**src/hdl/sadc_cfg.svh**
```systemverilog
// Timing and layout constants for the conversion sequencer.
// Assumes a 20 MHz system clock; included by the package and the top.
`ifndef SADC_CFG_SVH
`define SADC_CFG_SVH

// ****************************************
// Clock and timing
// ****************************************
`define SADC_CLK_NS 50
// Base conversion time in ns (3.8 us)
`define SADC_CONV_BASE_NS 3800
`define SADC_CONV_BASE_CYC ((`SADC_CONV_BASE_NS) / (`SADC_CLK_NS))
// Oversampled unit in ns; unit << ratio sits inside the busy band of every ratio code from 1 to 6
`define SADC_CONV_OS_NS 4300
`define SADC_CONV_OS_CYC ((`SADC_CONV_OS_NS) / (`SADC_CLK_NS))
// Start-to-busy delay in ns, longest
`define SADC_START_BUSY_NS 15
// Field widths and channel count
`define SADC_RESULT_W 16
`define SADC_OS_W 3
`define SADC_CHAN_N 8
`define SADC_CNT_W 16
// Highest oversampling code (ratio 64)
`define SADC_OS_MAX 3'h6

`endif

```
**src/hdl/sadc_pkg.sv**
```systemverilog
// Types shared by the conversion sequencer.
// Assumes sadc_cfg.svh is on the include path.
`default_nettype none
`include "sadc_cfg.svh"
package sadc_pkg;
   // ****************************************
   // Sequencer states
   // ****************************************
   typedef enum logic [1:0] {
      SADC_IDLE,
      SADC_CONV,
      SADC_LOWP
   } sadc_state_type;

   // Read bus drive group
   typedef struct packed {
      logic [`SADC_RESULT_W-1:0] data;
      logic data_oe;
      logic first;
      logic first_oe;
   } sadc_rd_type;
endpackage : sadc_pkg
`default_nettype wire

```
**src/hdl/sadc_top.sv**
```systemverilog
// Conversion sequencing and parallel read-out for an eight-channel
// simultaneous-sampling converter. Host pins arrive asynchronously and
// are synchronised; results come from a user-side sample port.
`timescale 1ns/1ns
`default_nettype none
`include "sadc_cfg.svh"

module sadc_top (
   input wire logic clock_i,
   input wire logic resetn_i,
   input wire logic start_group_a_i,
   input wire logic start_group_b_i,
   input wire logic low_power_n_i,
   input wire logic [`SADC_OS_W-1:0] oversample_select_i,
   input wire logic cs_n_i,
   input wire logic rd_n_i,
   input wire logic [`SADC_CHAN_N*`SADC_RESULT_W-1:0] sample_i,
   output logic busy_o,
   output logic [`SADC_OS_W-1:0] ratio_o,
   output logic [`SADC_RESULT_W-1:0] result_bus_o,
   output logic result_bus_oe_o,
   output logic first_channel_flag_o,
   output logic first_channel_flag_oe_o
);

   // ****************************************
   // Pin synchronisers
   // ****************************************
   logic [4:0] meta_r; // First stage, read only by sync_r
   logic [4:0] sync_r; // Second stage
   logic [4:0] sync_nxt;
   logic [4:0] prev_r; // Delayed copy for edge detect
   logic [`SADC_OS_W-1:0] os_meta_r;
   logic [`SADC_OS_W-1:0] os_sync_r;

   // Two-flop capture of every host pin
   always_comb begin
      sync_nxt = {start_group_a_i, start_group_b_i, low_power_n_i,
                  cs_n_i, rd_n_i};
   end

   always_ff @(posedge clock_i or negedge resetn_i) begin
      if (!resetn_i) begin
         // Idle pin levels: starts low, awake, select and strobe high
         meta_r <= 5'h07;
         sync_r <= 5'h07;
         prev_r <= 5'h07;
         os_meta_r <= 3'h0;
         os_sync_r <= 3'h0;
      end else begin
         meta_r <= sync_nxt;
         sync_r <= meta_r;
         prev_r <= sync_r;
         os_meta_r <= oversample_select_i;
         os_sync_r <= os_meta_r;
      end
   end

   logic sa;
   logic sb;
   logic awake;
   logic sel_n;
   logic rise_a;
   logic rise_b;
   assign sa = sync_r[4];
   assign sb = sync_r[3];
   assign awake = sync_r[2];
   assign sel_n = sync_r[1] | sync_r[0];
   assign rise_a = sa & ~prev_r[4];
   assign rise_b = sb & ~prev_r[3];

   // ****************************************
   // Conversion sequencer
   // ****************************************
   sadc_pkg::sadc_state_type state_r;
   sadc_pkg::sadc_state_type state_nxt;
   logic seen_a_r; // Group A start seen
   logic seen_a_nxt;
   logic seen_b_r; // Group B start seen
   logic seen_b_nxt;
   logic [`SADC_CNT_W-1:0] cnt_r; // Conversion cycles left
   logic [`SADC_CNT_W-1:0] cnt_nxt;
   logic [`SADC_OS_W-1:0] ratio_r; // Active oversampling code
   logic [`SADC_OS_W-1:0] ratio_nxt;
   logic [`SADC_CHAN_N*`SADC_RESULT_W-1:0] hold_r; // Captured results
   logic [`SADC_CHAN_N*`SADC_RESULT_W-1:0] hold_nxt;

   // Next state, counts and captures
   always_comb begin
      state_nxt = state_r;
      seen_a_nxt = seen_a_r | rise_a;
      seen_b_nxt = seen_b_r | rise_b;
      cnt_nxt = cnt_r;
      ratio_nxt = ratio_r;
      hold_nxt = hold_r;
      unique case (state_r)
         sadc_pkg::SADC_IDLE: begin
            if (!awake) begin
               // Standby drops pending starts
               state_nxt = sadc_pkg::SADC_LOWP;
               seen_a_nxt = 1'b0;
               seen_b_nxt = 1'b0;
            end else if (seen_a_nxt && seen_b_nxt) begin
               // Later start edge launches conversion
               state_nxt = sadc_pkg::SADC_CONV;
               seen_a_nxt = 1'b0;
               seen_b_nxt = 1'b0;
               // Oversampled unit shifted by ratio
               // Plain rate uses the base time, else unit << ratio
               cnt_nxt = (ratio_r == 3'h0)
                  ? `SADC_CNT_W'(`SADC_CONV_BASE_CYC)
                  : `SADC_CNT_W'(`SADC_CONV_OS_CYC << ratio_r);
            end
         end
         sadc_pkg::SADC_CONV: begin
            seen_a_nxt = 1'b0;
            seen_b_nxt = 1'b0;
            if (cnt_r <= `SADC_CNT_W'(1)) begin
               // Busy falls: capture results, take new ratio
               state_nxt = sadc_pkg::SADC_IDLE;
               cnt_nxt = '0;
               hold_nxt = sample_i;
               ratio_nxt = (os_sync_r > `SADC_OS_MAX) ? `SADC_OS_MAX
                                                      : os_sync_r;
            end else begin
               cnt_nxt = cnt_r - `SADC_CNT_W'(1);
            end
         end
         sadc_pkg::SADC_LOWP: begin
            // Wake-up wait is the host's duty
            seen_a_nxt = 1'b0;
            seen_b_nxt = 1'b0;
            if (awake) begin
               state_nxt = sadc_pkg::SADC_IDLE;
            end
         end
      endcase
   end

   always_ff @(posedge clock_i or negedge resetn_i) begin
      if (!resetn_i) begin
         state_r <= sadc_pkg::SADC_IDLE;
         seen_a_r <= 1'b0;
         seen_b_r <= 1'b0;
         cnt_r <= '0;
         ratio_r <= 3'h0;
         hold_r <= '0;
      end else begin
         state_r <= state_nxt;
         seen_a_r <= seen_a_nxt;
         seen_b_r <= seen_b_nxt;
         cnt_r <= cnt_nxt;
         ratio_r <= ratio_nxt;
         hold_r <= hold_nxt;
      end
   end

   // ****************************************
   // Parallel read-out
   // ****************************************
   sadc_pkg::sadc_rd_type rd_r; // Registered bus drive
   sadc_pkg::sadc_rd_type rd_nxt;
   logic [2:0] chan_r; // Next channel to present
   logic [2:0] chan_nxt;
   logic [`SADC_RESULT_W-1:0] word [`SADC_CHAN_N];

   // Slice captured results per channel
   genvar gi;
   generate
      for (gi = 0; gi < `SADC_CHAN_N; gi++) begin : g_word
         assign word[gi] = hold_r[gi*`SADC_RESULT_W +: `SADC_RESULT_W];
      end
   endgenerate

   // Bus drive follows the select/strobe low phase
   always_comb begin
      rd_nxt = rd_r;
      chan_nxt = chan_r;
      if (!sel_n && (prev_r[1] | prev_r[0])) begin
         // Falling edge: drive bus and flag
         rd_nxt.data = word[chan_r];
         rd_nxt.data_oe = 1'b1;
         rd_nxt.first = (chan_r == 3'h0);
         rd_nxt.first_oe = 1'b1;
         chan_nxt = chan_r + 3'h1;
      end else if (sel_n) begin
         // Select or strobe high: release to high impedance
         rd_nxt.data_oe = 1'b0;
         rd_nxt.first_oe = 1'b0;
      end
      if (state_r == sadc_pkg::SADC_CONV && cnt_r <= `SADC_CNT_W'(1)) begin
         // New results restart at channel one
         chan_nxt = 3'h0;
      end
   end

   always_ff @(posedge clock_i or negedge resetn_i) begin
      if (!resetn_i) begin
         rd_r <= '0;
         chan_r <= 3'h0;
      end else begin
         rd_r <= rd_nxt;
         chan_r <= chan_nxt;
      end
   end

   assign busy_o = (state_r == sadc_pkg::SADC_CONV);
   assign ratio_o = ratio_r;
   assign result_bus_o = rd_r.data;
   assign result_bus_oe_o = rd_r.data_oe;
   assign first_channel_flag_o = rd_r.first;
   assign first_channel_flag_oe_o = rd_r.first_oe;

   // ****************************************
   // Checks
   // ****************************************
   AST_BUSY_RISE: assert property (@(posedge clock_i) disable iff (!resetn_i)
      (state_r == sadc_pkg::SADC_IDLE && awake && seen_a_nxt && seen_b_nxt)
      |=> busy_o)
      else $error("busy did not rise after both starts");
   AST_BUSY_LEN: assert property (@(posedge clock_i) disable iff (!resetn_i)
      ($rose(busy_o) && ratio_r == 3'h0) |-> busy_o [*8])
      else $error("busy too short");
   AST_BUSY_END: assert property (@(posedge clock_i) disable iff (!resetn_i)
      ($rose(busy_o) && ratio_r == 3'h0) |-> ##[70:80] !busy_o)
      else $error("busy length wrong at ratio one");
   AST_RATIO_HOLD: assert property (@(posedge clock_i) disable iff (!resetn_i)
      busy_o |=> $stable(ratio_r) || $fell(busy_o))
      else $error("ratio changed during conversion");
   AST_BUS_OFF: assert property (@(posedge clock_i) disable iff (!resetn_i)
      sel_n |=> !result_bus_oe_o && !first_channel_flag_oe_o)
      else $error("bus driven after select rose");
   AST_BUS_ON: assert property (@(posedge clock_i) disable iff (!resetn_i)
      $fell(sel_n) |=> result_bus_oe_o)
      else $error("bus not driven on select fall");
   AST_FIRST_CH: assert property (@(posedge clock_i) disable iff (!resetn_i)
      ($fell(sel_n) && chan_r == 3'h0 && !busy_o)
      |=> first_channel_flag_o && first_channel_flag_oe_o)
      else $error("first-channel flag wrong");
   AST_LOWP: assert property (@(posedge clock_i) disable iff (!resetn_i)
      (state_r == sadc_pkg::SADC_LOWP) |=> !busy_o)
      else $error("conversion started in low power");

endmodule : sadc_top
`default_nettype wire

```
**config.mk**
```make
export PLATFORM = sky130hd
export DESIGN_NAME = sadc_top
export DESIGN_NICKNAME = d
export VERILOG_FILES = /design/src/hdl/sadc_pkg.sv /design/src/hdl/sadc_top.sv
export VERILOG_INCLUDE_DIRS = /design/src /design/src/hdl
export SDC_FILE = /design/constraint.sdc
export NUM_CORES = 1
export LEC_CHECK = 0
export BUFFER_PORTS_ARGS = -buffer_cell sky130_fd_sc_hd__buf_2
export CELL_PAD_IN_SITES_DETAIL_PLACEMENT = 1
export CELL_PAD_IN_SITES_GLOBAL_PLACEMENT = 1
export CORE_MARGIN = 5
export CORE_UTILIZATION = 47
export CTS_BUF_LIST = sky130_fd_sc_hd__clkbuf_8
export CTS_CLUSTER_SIZE = 24
export DETAILED_ROUTE_END_ITERATION = 8
export MAX_ROUTING_LAYER = met4
export PLACE_DENSITY = 0.79
export SETUP_SLACK_MARGIN = 0.1
export SLEW_MARGIN = 20
export SYNTH_ARGS = -nofsm -noshare
export SYNTH_HDL_FRONTEND = slang
export SYNTH_SLANG_ARGS = --single-unit
```
**constraint.sdc**
```tcl
create_clock -name clock_i -period 3.2 [get_ports clock_i]
set_input_delay 0.64 -clock clock_i [delete_from_list [all_inputs] [get_ports clock_i]]
set_output_delay 0.64 -clock clock_i [all_outputs]
set_load 0.02 [all_outputs]
```
* Word-level counts from Yosys, hierarchy flattened *
Index checks and enable logic that the tools add are counted.

operators by class
  reduce and logical (&&, ||, !) cells = 14
  shifts and indexed selects = 1
  muxes and demuxes = 24
  equal/unequal tests = 7
  $lt $le $gt $ge = 3
  add/subtract/negate cells = 2
  bitwise operators = 9

operators by type and width
  operator                                                   count
  2-to-1 mux 16 bit                                          6
  binary-select mux 16 bit (select 3 bit)                    1
  case mux 16 bit (2 select lines)                           1
  <= comparator 16 x 1 -> 1 bit (second input constant)      1
  << shifter 7 x 3 -> 16 bit (first input constant)          1
  subtractor 16 x 1 -> 16 bit (second input constant)        1
  2-to-1 mux 3 bit                                           3
  2-to-1 mux 2 bit                                           4
  zero test 3 bit                                            2
  2-to-1 mux 1 bit                                           6
  inequality test 2 bit (second input constant)              3
  case mux 2 bit (3 select lines)                            1
  AND reduction 3 bit                                        2
  nonzero test 2 bit                                         3
  greater-or-equal comparator 4 bit (second input constant)  1
  NOT 3 -> 4 bit                                             1
  OR 1 bit                                                   4
  case mux 1 bit (2 select lines)                            2
  adder 3 x 1 -> 3 bit (second input constant)               1
  > comparator 3 bit (second input constant)                 1
  logical AND 1 bit                                          3
  inequality test 3 bit (second input constant)              1
  bitwise AND 1 bit                                          2
  == test 2 x 1 -> 1 bit (second input constant)             1
  7 further kinds                                            8

storage, ports and cells
  register bits after elaboration = 193
  bits of input ports = 138

* Longest topological paths before layout *
Gate-level depths: netlist of the first run.

  depth in word-level cells = 7
  gate-level depth with buffers = 10
  depth with buffers taken out = 7

* Least setup slack after synthesis of the first run *
OpenSTA, ideal clock, no wires.

  path kind = reg-to-reg
  from = register cnt_r[4]
  to = register hold_r[0]
  library setup time = 0.125 ns
  data required time = 3.075 ns
  stages on the path, launching flop included = 10
  arrival = 2.536 ns
  buffers on the path = 5
  path slack = 0.538 ns
  cells stage by stage = dfrtp_1 -> buf_6 -> or4_4 -> buf_6 -> or4_1 -> or3_1 -> buf_2 -> buf_6 -> buf_6 -> mux2_4

on the way
  longest elaborated chain between the ends = 2

RTL lines
  element                               RTL line         RTL
  start: declaration                    sadc_top.sv:81   logic [`SADC_CNT_W-1:0] cnt_r;
  start signal: assignment              sadc_top.sv:152  cnt_r <= cnt_nxt;
  <= comparator 16 x 1 -> 1 bit         sadc_top.sv:118  if (cnt_r <= `SADC_CNT_W'(1)) begin
  AND reduction 2 bit (no source line)  -
  end signal: assignment                sadc_top.sv:154  hold_r <= hold_nxt;
  end: declaration                      sadc_top.sv:85   logic [`SADC_CHAN_N*`SADC_RESULT_W-1:0] hold_r;

No other way between the ends.
A chain may end at the register's enable or synchronous reset.

* Worst setup path after layout of the first run *
  from = register cnt_r[4]
  to = register hold_r[65]

Same word-level chain as after synthesis.

==> results of run 1 <==
## power breakdown
| group | switching (mW) | internal [mW] | total, mW | leakage [nW] |
|---|---|---|---|---|
| Sequential | 0.943 | 3.51 | 4.45 | 2.25 |
| Clock | 0.885 | 1.01 | 1.89 | 0.241 |
| Combinational | 1.79 | 2.36 | 4.16 | 2.42 |
| Total | 3.62 | 6.88 | 10.5 | 4.92 |
## layout by cell type, fill, tap and decap left out, types with 4 or more instances in the layout
cell type,instances
a21oi_1,27
a31oi_1,4
buf_12,4
buf_2,159
buf_4,12
bufinv_16,6
clkbuf_8,18
dfrtp_1,182
dfstp_2,8
diode_2,8
ha_1,11
inv_1,19
mux2_2,52
mux2_4,78
mux2i_1,19
mux4_2,32
nand2_1,13
nand2b_1,4
nor2_1,29
nor2b_1,5
nor3_1,7
nor3b_1,4
nor4_1,11
o21ai_0,20
o22ai_1,4
## per-layer routing
layer | wire length, µm | track usage [%] | part of all wire (%)
met5 | 0 | - | 0
met4 | 332 | 5.96 | 1.5
met3 | 1150 | 5.80 | 5.0
met2 | 11800 | 36.7 | 52
met1 | 9380 | 26.4 | 41
## worst max path at each step
stage | start | to | slack [ns]
after floorplan | cnt_r[4] | hold_r[0] | 0.54
after global placement | cnt_r[4] | hold_r[43] | 0.52
after detailed placement | cnt_r[4] | hold_r[27] | 0.44
after CTS | cnt_r[4] | hold_r[65] | 0.39
after global routing | cnt_r[4] | hold_r[65] | 0.32
final | cnt_r[4] | hold_r[65] | 0.38
## registers in the layout (all words and copies together) (netlist names)
signal,cells
chan_r,3
first_channel_flag_oe_o,1
ratio_o,3
os_sync_r,3
state_r,2
first_channel_flag_o,1
sync_r,5
seen_a_r,1
hold_r,128
seen_b_r,1
os_meta_r,3
prev_r,4
cnt_r,16
result_bus_o,16
meta_r,5
## critical path: stages, from the launching register on
cell     delay (ns)
dfrtp_1        0.48
or4_4          0.60
or4_1          0.46
or3_4          0.54
buf_12         0.27
mux2_4         0.32
## stage by stage
step | instances | area, µm²
after floorplan | 607 | 8860
after global placement | 979 | 9910
after detailed placement | 979 | 9910
after CTS | 1011 | 10400
after global routing | 1018 | 10400
final | 1019 | 10400
## logic make-up (layout without fill, tap and decap cells)
kind of cell	after synthesis	count (layout)	synth area share [%]
adder cells (fa/ha/maj)	11	11	1.55
other	0	8	0
buffers and inverters	56	226	3.43
flip-flops	192	192	54.3
XOR/XNOR	2	2	0.198
AND/OR/NAND/NOR	87	87	5.01
multiplexers	181	181	30.1
AO/OA/AOI/OAI	78	78	5.41
## final cells by class
| class | instances | area, µm² |
|---|---|---|
| diodes | 8 | 20.0 |
| clock buffers | 17 | 234 |
| clock inverters | 15 | 241 |
| fillers | 1908 | 8230 |
| inverters | 18 | 67.6 |
| multi-input cells | 359 | 3760 |
| flip-flops and latches | 192 | 4820 |
| well taps | 234 | 293 |
| repair buffers | 176 | 980 |
==> impl_metrics.py, run 1 <==
metrics = {
    "synthesis": {
        "synth.top_cell.area_share_pct": 51.9,
        "ys_ff_latch": 192,
        "async_flop_share_pct": 100,
        "syn_area_mm2": 0.00886,
        "syn-num-nets": 756,
        "avgSynthCellArea_um2": 14.6,
        "yosys.cell_count.top_type": "dfrtp_1",
        "ys_warn_count": 0,
        "yosys-top-cells-count": "dfrtp_1 (184), mux2_4 (78), mux2_2 (52)",
        "synth-edff-count": 0,
        "synth_area_leaders": "dfrtp_1 (52%), mux2_4 (13%), mux4_2 (8.1%)",
        "synthFlopType": "dfrtp_1",
        "yosysUniqueCellTypes": 50,
        "seq_area_frac_synth_pct": 54.3,
        "synthCells": 607,
        "synth.largest_area_cell": "dfrtp_1",
    },
    "die": {
        "core_area_mm2": 0.0186,
        "die_area_mm2": 0.0217,
        "dieHeight_um": 147,
        "fp-row-count": 50,
        "start_util_pct": 47.6,
        "ios": 161,
        "die_w_um": 147,
    },
    "finish": {
        "drive_gt1_share_pct": 49.2,
        "nNetsFinal": 913,
        "area_growth_syn_to_layout_pct": 17.4,
        "fin_util_pct": 55.8,
    },
    "power_and_ir_drop": {
        "p_total_mw": 10.5,
        "p_leak_nw": 4.92,
        "peakVddDrop_v": 0.000502,
        "power_density_mw_per_mm2": 1010,
    },
    "clock_network": {
        "cts_setup_buffers": 0,
        "clock_latency_ns": 0.47,
        "cts_buffer_depth": 2,
        "cts_num_sinks": 192,
        "root_buffer": "clkbuf_8",
        "cts_resized": 0,
        "ctsHoldBuffers": 0,
        "cts_tree": "yes",
        "clk_pin_slew_worst_paths_ns": 0.10,
        "cts_buffers": 17,
        "h-tree-depth": 4,
    },
    "placement": {
        "hpwl_mm": 16.3,
        "gp_congestion": 0.921,
        "port_buffers": 160,
        "dpl_worst_slack_ns": 0.438,
    },
    "min_path": {
        "hp-class": "primary input to async pin",
    },
    "detailed_routing": {
        "vias": 5710,
        "wl_per_cell_um": 22.3,
        "wirelength_mm": 22.7,
        "final_antenna_net_count": 0,
        "drcViolationCount": 0,
        "via_per_inst": 5.60,
        "drt-pass1-iter-count": 4,
        "dr.first_iter.drc_count": 292,
    },
    "sta": {
        "grt_setup_unrepaired": "no",
        "fin_setup_tns_ns": 0,
        "relSlewSlack_pct": 30.9,
        "setup_viol": 0,
        "worst_slack_ns": 0.377,
        "clock_skew_ns": 0.0130,
        "finalCriticalPeriod_ns": 2.82,
        "fmax_ghz": 0.354,
        "hold_viol_final": 0,
        "tightest_slew_ns": 1.04,
        "drv_slew": 0,
        "finalCritPeriodShare_pct": 88.2,
        "hold_ws_ns": 0.149,
    },
    "global_route": {
        "grt_pass1_wl_mm": 36.0,
        "grt_max_degree": 67,
        "grt_overflow": 0,
        "antenna_found_initial": 7,
        "grt_use_total_pct": 21.9,
        "grt_pass1_vias": 6462,
    },
    "setup_path": {
        "regToRegSetupSlack_ns": 0.38,
        "r2r-start": "cnt_r[4]",
        "path_class": "flop to flop",
        "cp_data_required_time_ns": 3.55,
        "r2r_end": "hold_r[65]",
        "crit_path_end_kind": "flop",
        "critPathLaunchType": "flop",
        "ff2ff_path_depth": 5,
        "crit_fanout": 38,
        "critical_path_arrival_ns": 3.17,
    },
    "status": {
        "status": "finished, final reports clean",
    },
    "flow_run": {
        "max-cap-violations": 0,
    },
}
(Power assumes the default switching activity.)
==> run 2, diff against run 1 <==
Settings changed: CORE_ASPECT_RATIO set to 0.6, RECOVER_POWER set to 50.
==> run 2 against run 1 <==
Net effect:
- the flow now finishes with violations (max-capacitance violations, max-slew violations)
- highest routed layer unchanged
- register-to-register slack gained 0.03 ns
- setup slack improved by 0.026 ns
- final cell count decreased by 0.20%
- clock-buffer cell count up 3
- global-route usage shrank 0.55 points
- power fell by 3.5%
- via count shrank 1.9%
- first-iteration DRC count shrank 4.1%
==> impl_metrics.py, run 2 (synthesized netlist as in run 1, its figures left out) <==
metrics = {
    "clock_network": {
        "cts_resized": 0,
        "cts_num_sinks": 192,
        "clock_latency_ns": 0.48,
        "clk_pin_slew_worst_paths_ns": 0.10,
        "cts_setup_buffers": 0,
        "cts_buffer_depth": 2,
        "ctsHoldBuffers": 0,
        "cts_buffers": 17,
        "h-tree-depth": 4,
        "cts_tree": "yes",
        "root_buffer": "clkbuf_8",
    },
    "setup_path": {
        "slowest_delay_ns": 0.59,
        "cp_data_required_time_ns": 3.56,
        "r2r-start": "cnt_r[4]",
        "ff2ff_path_depth": 5,
        "critPathLaunchType": "flop",
        "path_class": "flop to flop",
        "r2r_end": "hold_r[22]",
        "crit_chain": "or4_4 > or4_1 > or3_4 > buf_4 > mux2_4",
        "regToRegSetupSlack_ns": 0.40,
        "critPathSlowestCell": "or4_4",
        "crit_fanout": 56,
        "crit_path_end_kind": "flop",
        "critical_path_arrival_ns": 3.16,
    },
    "min_path": {
        "holdPathStages": 1,
        "holdPathEnd": "meta_r[2]",
        "hp-class": "primary input to flop",
        "min_from": "low_power_n_i",
    },
    "placement": {
        "gp_congestion": 0.839,
        "dpl_worst_slack_ns": 0.420,
        "place_area_mm2": 0.00990,
        "hpwl_mm": 15.6,
        "port_buffers": 160,
        "place_inst": 984,
    },
    "sta": {
        "relSlewSlack_pct": -45.1,
        "worst_slack_ns": 0.403,
        "hold_viol_final": 0,
        "grt_setup_unrepaired": "no",
        "drv_slew": 86,
        "finalCritPeriodShare_pct": 87.4,
        "fin_setup_tns_ns": 0,
        "finalCriticalPeriod_ns": 2.80,
        "clock_skew_ns": 0.0132,
        "fmax_ghz": 0.358,
        "tightest_slew_ns": 2.18,
        "setup_viol": 0,
        "hold_ws_ns": 0.257,
    },
    "detailed_routing": {
        "wirelength_mm": 21.7,
        "final_antenna_net_count": 0,
        "wl_per_cell_um": 21.3,
        "drcViolationCount": 0,
        "vias": 5599,
        "via_per_inst": 5.51,
        "drt-pass1-iter-count": 4,
        "dr.first_iter.drc_count": 280,
    },
    "finish": {
        "drive_gt1_share_pct": 49.0,
        "area_growth_syn_to_layout_pct": 16.1,
        "design_area_mm2": 0.0103,
        "layout_common_cells": "dfrtp_1 (182), buf_2 (159), mux2_4 (78), mux2_2 (52), mux4_2 (32)",
        "fin_util_pct": 56.2,
        "fillers": 1850,
        "largest_reg_flops": 128,
        "layoutNonFillerInstCount": 1017,
        "final_common_cell": "dfrtp_1",
        "largest-register": "hold_r",
        "nNetsFinal": 912,
    },
    "status": {
        "violations": "max-capacitance violations, max-slew violations",
        "status": "complete, but fails checks",
    },
    "die": {
        "die_area_mm2": 0.0218,
        "start_util_pct": 48.4,
        "die_w_um": 187,
        "fp-row-count": 38,
        "dieHeight_um": 116,
        "ios": 161,
        "core_area_mm2": 0.0183,
    },
    "global_route": {
        "grt_use_total_pct": 21.4,
        "antenna_found_initial": 0,
        "grt_max_degree": 87,
        "grt_overflow": 0,
        "grt_pass1_wl_mm": 35.1,
        "grt_pass1_vias": 6469,
    },
    "power_and_ir_drop": {
        "p_leak_nw": 4.86,
        "p_total_mw": 10.1,
        "peakVddDrop_v": 0.000399,
        "power_density_mw_per_mm2": 985,
    },
    "flow_run": {
        "max-cap-violations": 1,
    },
}
-- run 2: changes by cell type in the layout (fill, tap and decap cells not counted), moves of 2 or more --
cell       delta
diode_2       -7
dfstp_2       -2
clkbuf_2      +4
bufinv_16     -4
buf_4         -3
clkbuf_8      +2
dfstp_1       +2
-- run 2: critical path, delay by kind of cell (launching register included) --
kind / cells / cell delay [ns]
buffers and inverters: 1 / 0.38
DFF: 1 / 0.47
muxes: 1 / 0.40
and+or+nand+nor: 3 / 1.40
-- run 2: how the worst max path moves through the flow --
stage / from / endpoint / slack [ns] / cells past startpoint
after global placement: cnt_r[4] / hold_r[124] / 0.50 / 5
after CTS: cnt_r[4] / hold_r[22] / 0.40 / 5
after detailed placement: cnt_r[4] / hold_r[124] / 0.42 / 5
final: cnt_r[4] / hold_r[22] / 0.40 / 5
after floorplan: cnt_r[4] / hold_r[0] / 0.54 / 9
after global routing: cnt_r[4] / hold_r[68] / 0.31 / 5
-- run 2: power by group --
part | switching [mW] | leakage, nW | internal [mW]
Sequential | 0.938 | 2.25 | 3.51
Clock | 0.879 | 0.203 | 0.758
Combinational | 1.68 | 2.41 | 2.38
-- run 2: per-layer routing --
metal,GRT usage (%),share of wire [%]
met5,-,0
met4,6.94,1.8
met3,4.87,4.6
met2,34.2,48
met1,27.5,45
-- run 2: cell type report --
type	count	area (µm²)	area share (%)
Inverter	18	67.6	0.656
Antenna cell	1	2.50	0.0243
Clock buffer	20	275	2.67
Sequential cell	192	4820	46.8
Multi-Input combinational cell	359	3760	36.5
Timing Repair Buffer	175	943	9.16
Clock inverter	12	131	1.28
Tap cell	240	300	2.92
==> run 3, diff against run 2 <==
Settings changed: CORE_UTILIZATION 47 to 43, PLACE_DENSITY 0.79 to 0.76.
Clock period 3.2 ns to 2.4 ns, I/O delays scaled along.
==> run 3 against run 2 <==
Net effect:
- the run ends with negative setup slack left
- wire length is 6.7% higher
- power is 35% higher
- combinational power increased by 47%
- die area increased by 8.6%
- flip-flop and latch count is the same
- global-route usage shrank 0.86 points
- critical path depth increased by 1
- utilization down 3.9 points
- cell area is 2.3% higher
- clock power up 24%
- hold slack worse by 0.16 ns
- sequential power is 29% higher
- critical path type unchanged
==> impl_metrics.py, run 3 (synthesized netlist as in run 1, its figures left out) <==
metrics = {
    "clock_network": {
        "root_buffer": "clkbuf_8",
        "cts_num_sinks": 192,
        "h-tree-depth": 4,
        "clk_pin_slew_worst_paths_ns": 0.11,
        "cts_buffers": 17,
        "cts_buffer_depth": 2,
        "cts_tree": "yes",
        "clock_latency_ns": 0.47,
    },
    "power_and_ir_drop": {
        "swShare_pct": 35.1,
        "peakVddDrop_v": 0.000508,
        "p_leak_nw": 4.95,
        "seqPwrFrac_pct": 41.7,
        "power_density_mw_per_mm2": 1300,
        "power_frac_comb_pct": 43.5,
        "internal-power_mw": 8.91,
        "p_sw_mw": 4.81,
        "power_frac_clock_pct": 14.8,
    },
    "die": {
        "start_util_pct": 44.1,
        "core_area_mm2": 0.0201,
        "ios": 161,
        "fp-row-count": 40,
        "die_area_mm2": 0.0237,
        "die_w_um": 195,
        "dieHeight_um": 121,
    },
    "finish": {
        "fillers": 2069,
        "layout_common_cells": "dfrtp_1 (182), buf_2 (158), mux2_4 (78), mux2_2 (52), mux4_2 (32)",
        "layout.area.seq_mm2": 0.00482,
        "layoutNonFillerInstCount": 1066,
        "final_common_cell": "dfrtp_1",
        "multiInputGateArea_mm2": 0.00379,
        "drive_gt1_share_pct": 50.0,
        "largest_reg_flops": 128,
        "largest-register": "hold_r",
        "area_growth_syn_to_layout_pct": 18.8,
        "nNetsFinal": 925,
    },
    "setup_path": {
        "cp.buffers_inverters": 2,
        "critPathLaunchType": "flop",
        "crit_fanout": 15,
        "crit_chain": "or4_4 > or4_4 > or3_4 > buf_12 > buf_6 > mux2_4",
        "path_common_cell": "or4_4",
        "regToRegSetupSlack_ns": -0.13,
        "critical_path_arrival_ns": 2.90,
        "path_delay_family": "simple AND/OR/NAND/NOR gates",
        "slowest_delay_ns": 0.52,
        "cp_data_required_time_ns": 2.76,
        "crit_path_end_kind": "flop",
        "path_class": "flop to flop",
        "critPathSlowestCell": "or4_4",
    },
    "placement": {
        "hpwl_mm": 16.7,
        "port_buffers": 160,
        "dpl_worst_slack_ns": -0.0763,
        "gp_congestion": 0.933,
        "place_inst": 1025,
    },
    "global_route": {
        "grt_max_degree": 67,
        "met2_usage_pct": 32.2,
        "grt_pass1_wl_mm": 36.4,
        "grt-busiest-layer": "met2",
        "grt_overflow": 0,
        "grt_pass1_vias": 6398,
        "use_met1_pct": 27.1,
        "met3_usage_pct": 5.24,
        "grt_use_total_pct": 20.5,
        "antenna_found_initial": 5,
    },
    "status": {
        "status": "complete, but fails checks",
        "violations": "negative setup slack",
    },
    "sta": {
        "setup_viol": 130,
        "fmax_ghz": 0.395,
        "clock_skew_ns": 0.0171,
        "drv_slew": 0,
        "relSlewSlack_pct": 12.7,
        "finalCritPeriodShare_pct": 106,
        "hold_ws_ns": 0.0989,
        "fin_setup_tns_ns": -10.22,
        "grt_setup_unrepaired": "yes",
        "hold_viol_final": 0,
        "worst_slack_ns": -0.133,
        "tightest_slew_ns": 1.31,
        "finalCriticalPeriod_ns": 2.53,
    },
    "detailed_routing": {
        "final_antenna_net_count": 0,
        "wirelength_mm": 23.1,
        "vias": 5650,
        "via_per_inst": 5.30,
        "drt-pass1-iter-count": 4,
        "wl_per_cell_um": 21.7,
        "dr.first_iter.drc_count": 262,
        "drcViolationCount": 0,
    },
    "flow_run": {
        "max-cap-violations": 0,
    },
    "min_path": {
        "hp-class": "primary input to flop",
    },
}
-- run 3: cell count changes in the layout (fill, tap and decap cells not counted), moves of 2 or more --
cell	previous run	this run
clkbuf_2	4	1
buf_4	9	15
diode_2	1	5
buf_6	0	3
buf_12	3	5
nor4_1	11	9
nor4_2	0	2
-- run 3: final timing paths --
path,cells past startpoint,from,to
setup reg to reg,6,cnt_r[4],hold_r[54]
setup / recovery,6,cnt_r[4],hold_r[54]
max in group asynchronous,3,resetn_i,hold_r[64]
min in group asynchronous,2,resetn_i,first_channel_flag_oe_o
hold reg to reg,0,os_meta_r[2],os_sync_r[2]
hold / removal,1,low_power_n_i,meta_r[2]
-- run 3: through the flow --
| stage | cell area, µm² | total power [mW] | utilization, % |
|---|---|---|---|
| detailed placement | 10100 | 11.7 | 50.0 |
| floorplan | 8860 | 9.73 | - |
| finish | 10500 | 13.7 | 52.3 |
| global placement | 10100 | 11.3 | 50.0 |
| CTS | 10400 | 13.8 | 51.9 |
| global route | 10500 | 14.6 | 52.3 |
-- run 3: power groups by stage --
stage | Combinational [mW] | Sequential, mW | Clock, mW
2_1_floorplan | 4.22 | 5.50 | 0
4_1_cts | 5.97 | 5.72 | 2.11
5_1_grt | 6.48 | 5.91 | 2.25
6_report | 5.97 | 5.72 | 2.04
3_3_place_gp | 5.68 | 5.59 | 0
3_5_place_dp | 5.95 | 5.77 | 0
-- run 3: area by class of cell --
class	count	area share, %
Sequential cell	192	45.8
Multi-Input combinational cell	359	36.0
Timing Repair Buffer	188	10.7
Tap cell	273	3.24
Clock buffer	19	2.48
Clock inverter	12	1.07
Inverter	18	0.642
Antenna cell	5	0.119
-- run 3: worst reg2reg max path: cells and delay by family, from the launching register on --
kind / cells / cell delay [ns]
and+or+nand+nor: 3 / 1.37
buffers and inverters: 2 / 0.33
DFF: 1 / 0.40
muxes: 1 / 0.32
-- run 3: what timing repair did --
item | CTS | global route
endpoints found under the hold margin | 39 | 0
gates resized for setup | 0 | 6
setup endpoints to repair | 131 | 138
setup buffers | 0 | 1
gates cloned | 0 | 3
hold buffers | 1 | 0
-- run 3: routing by layer --
layer	share of wire [%]	wire, µm
met1	46	10600
met3	5.2	1200
met2	48	11100
met4	1.4	318
met5	0	0
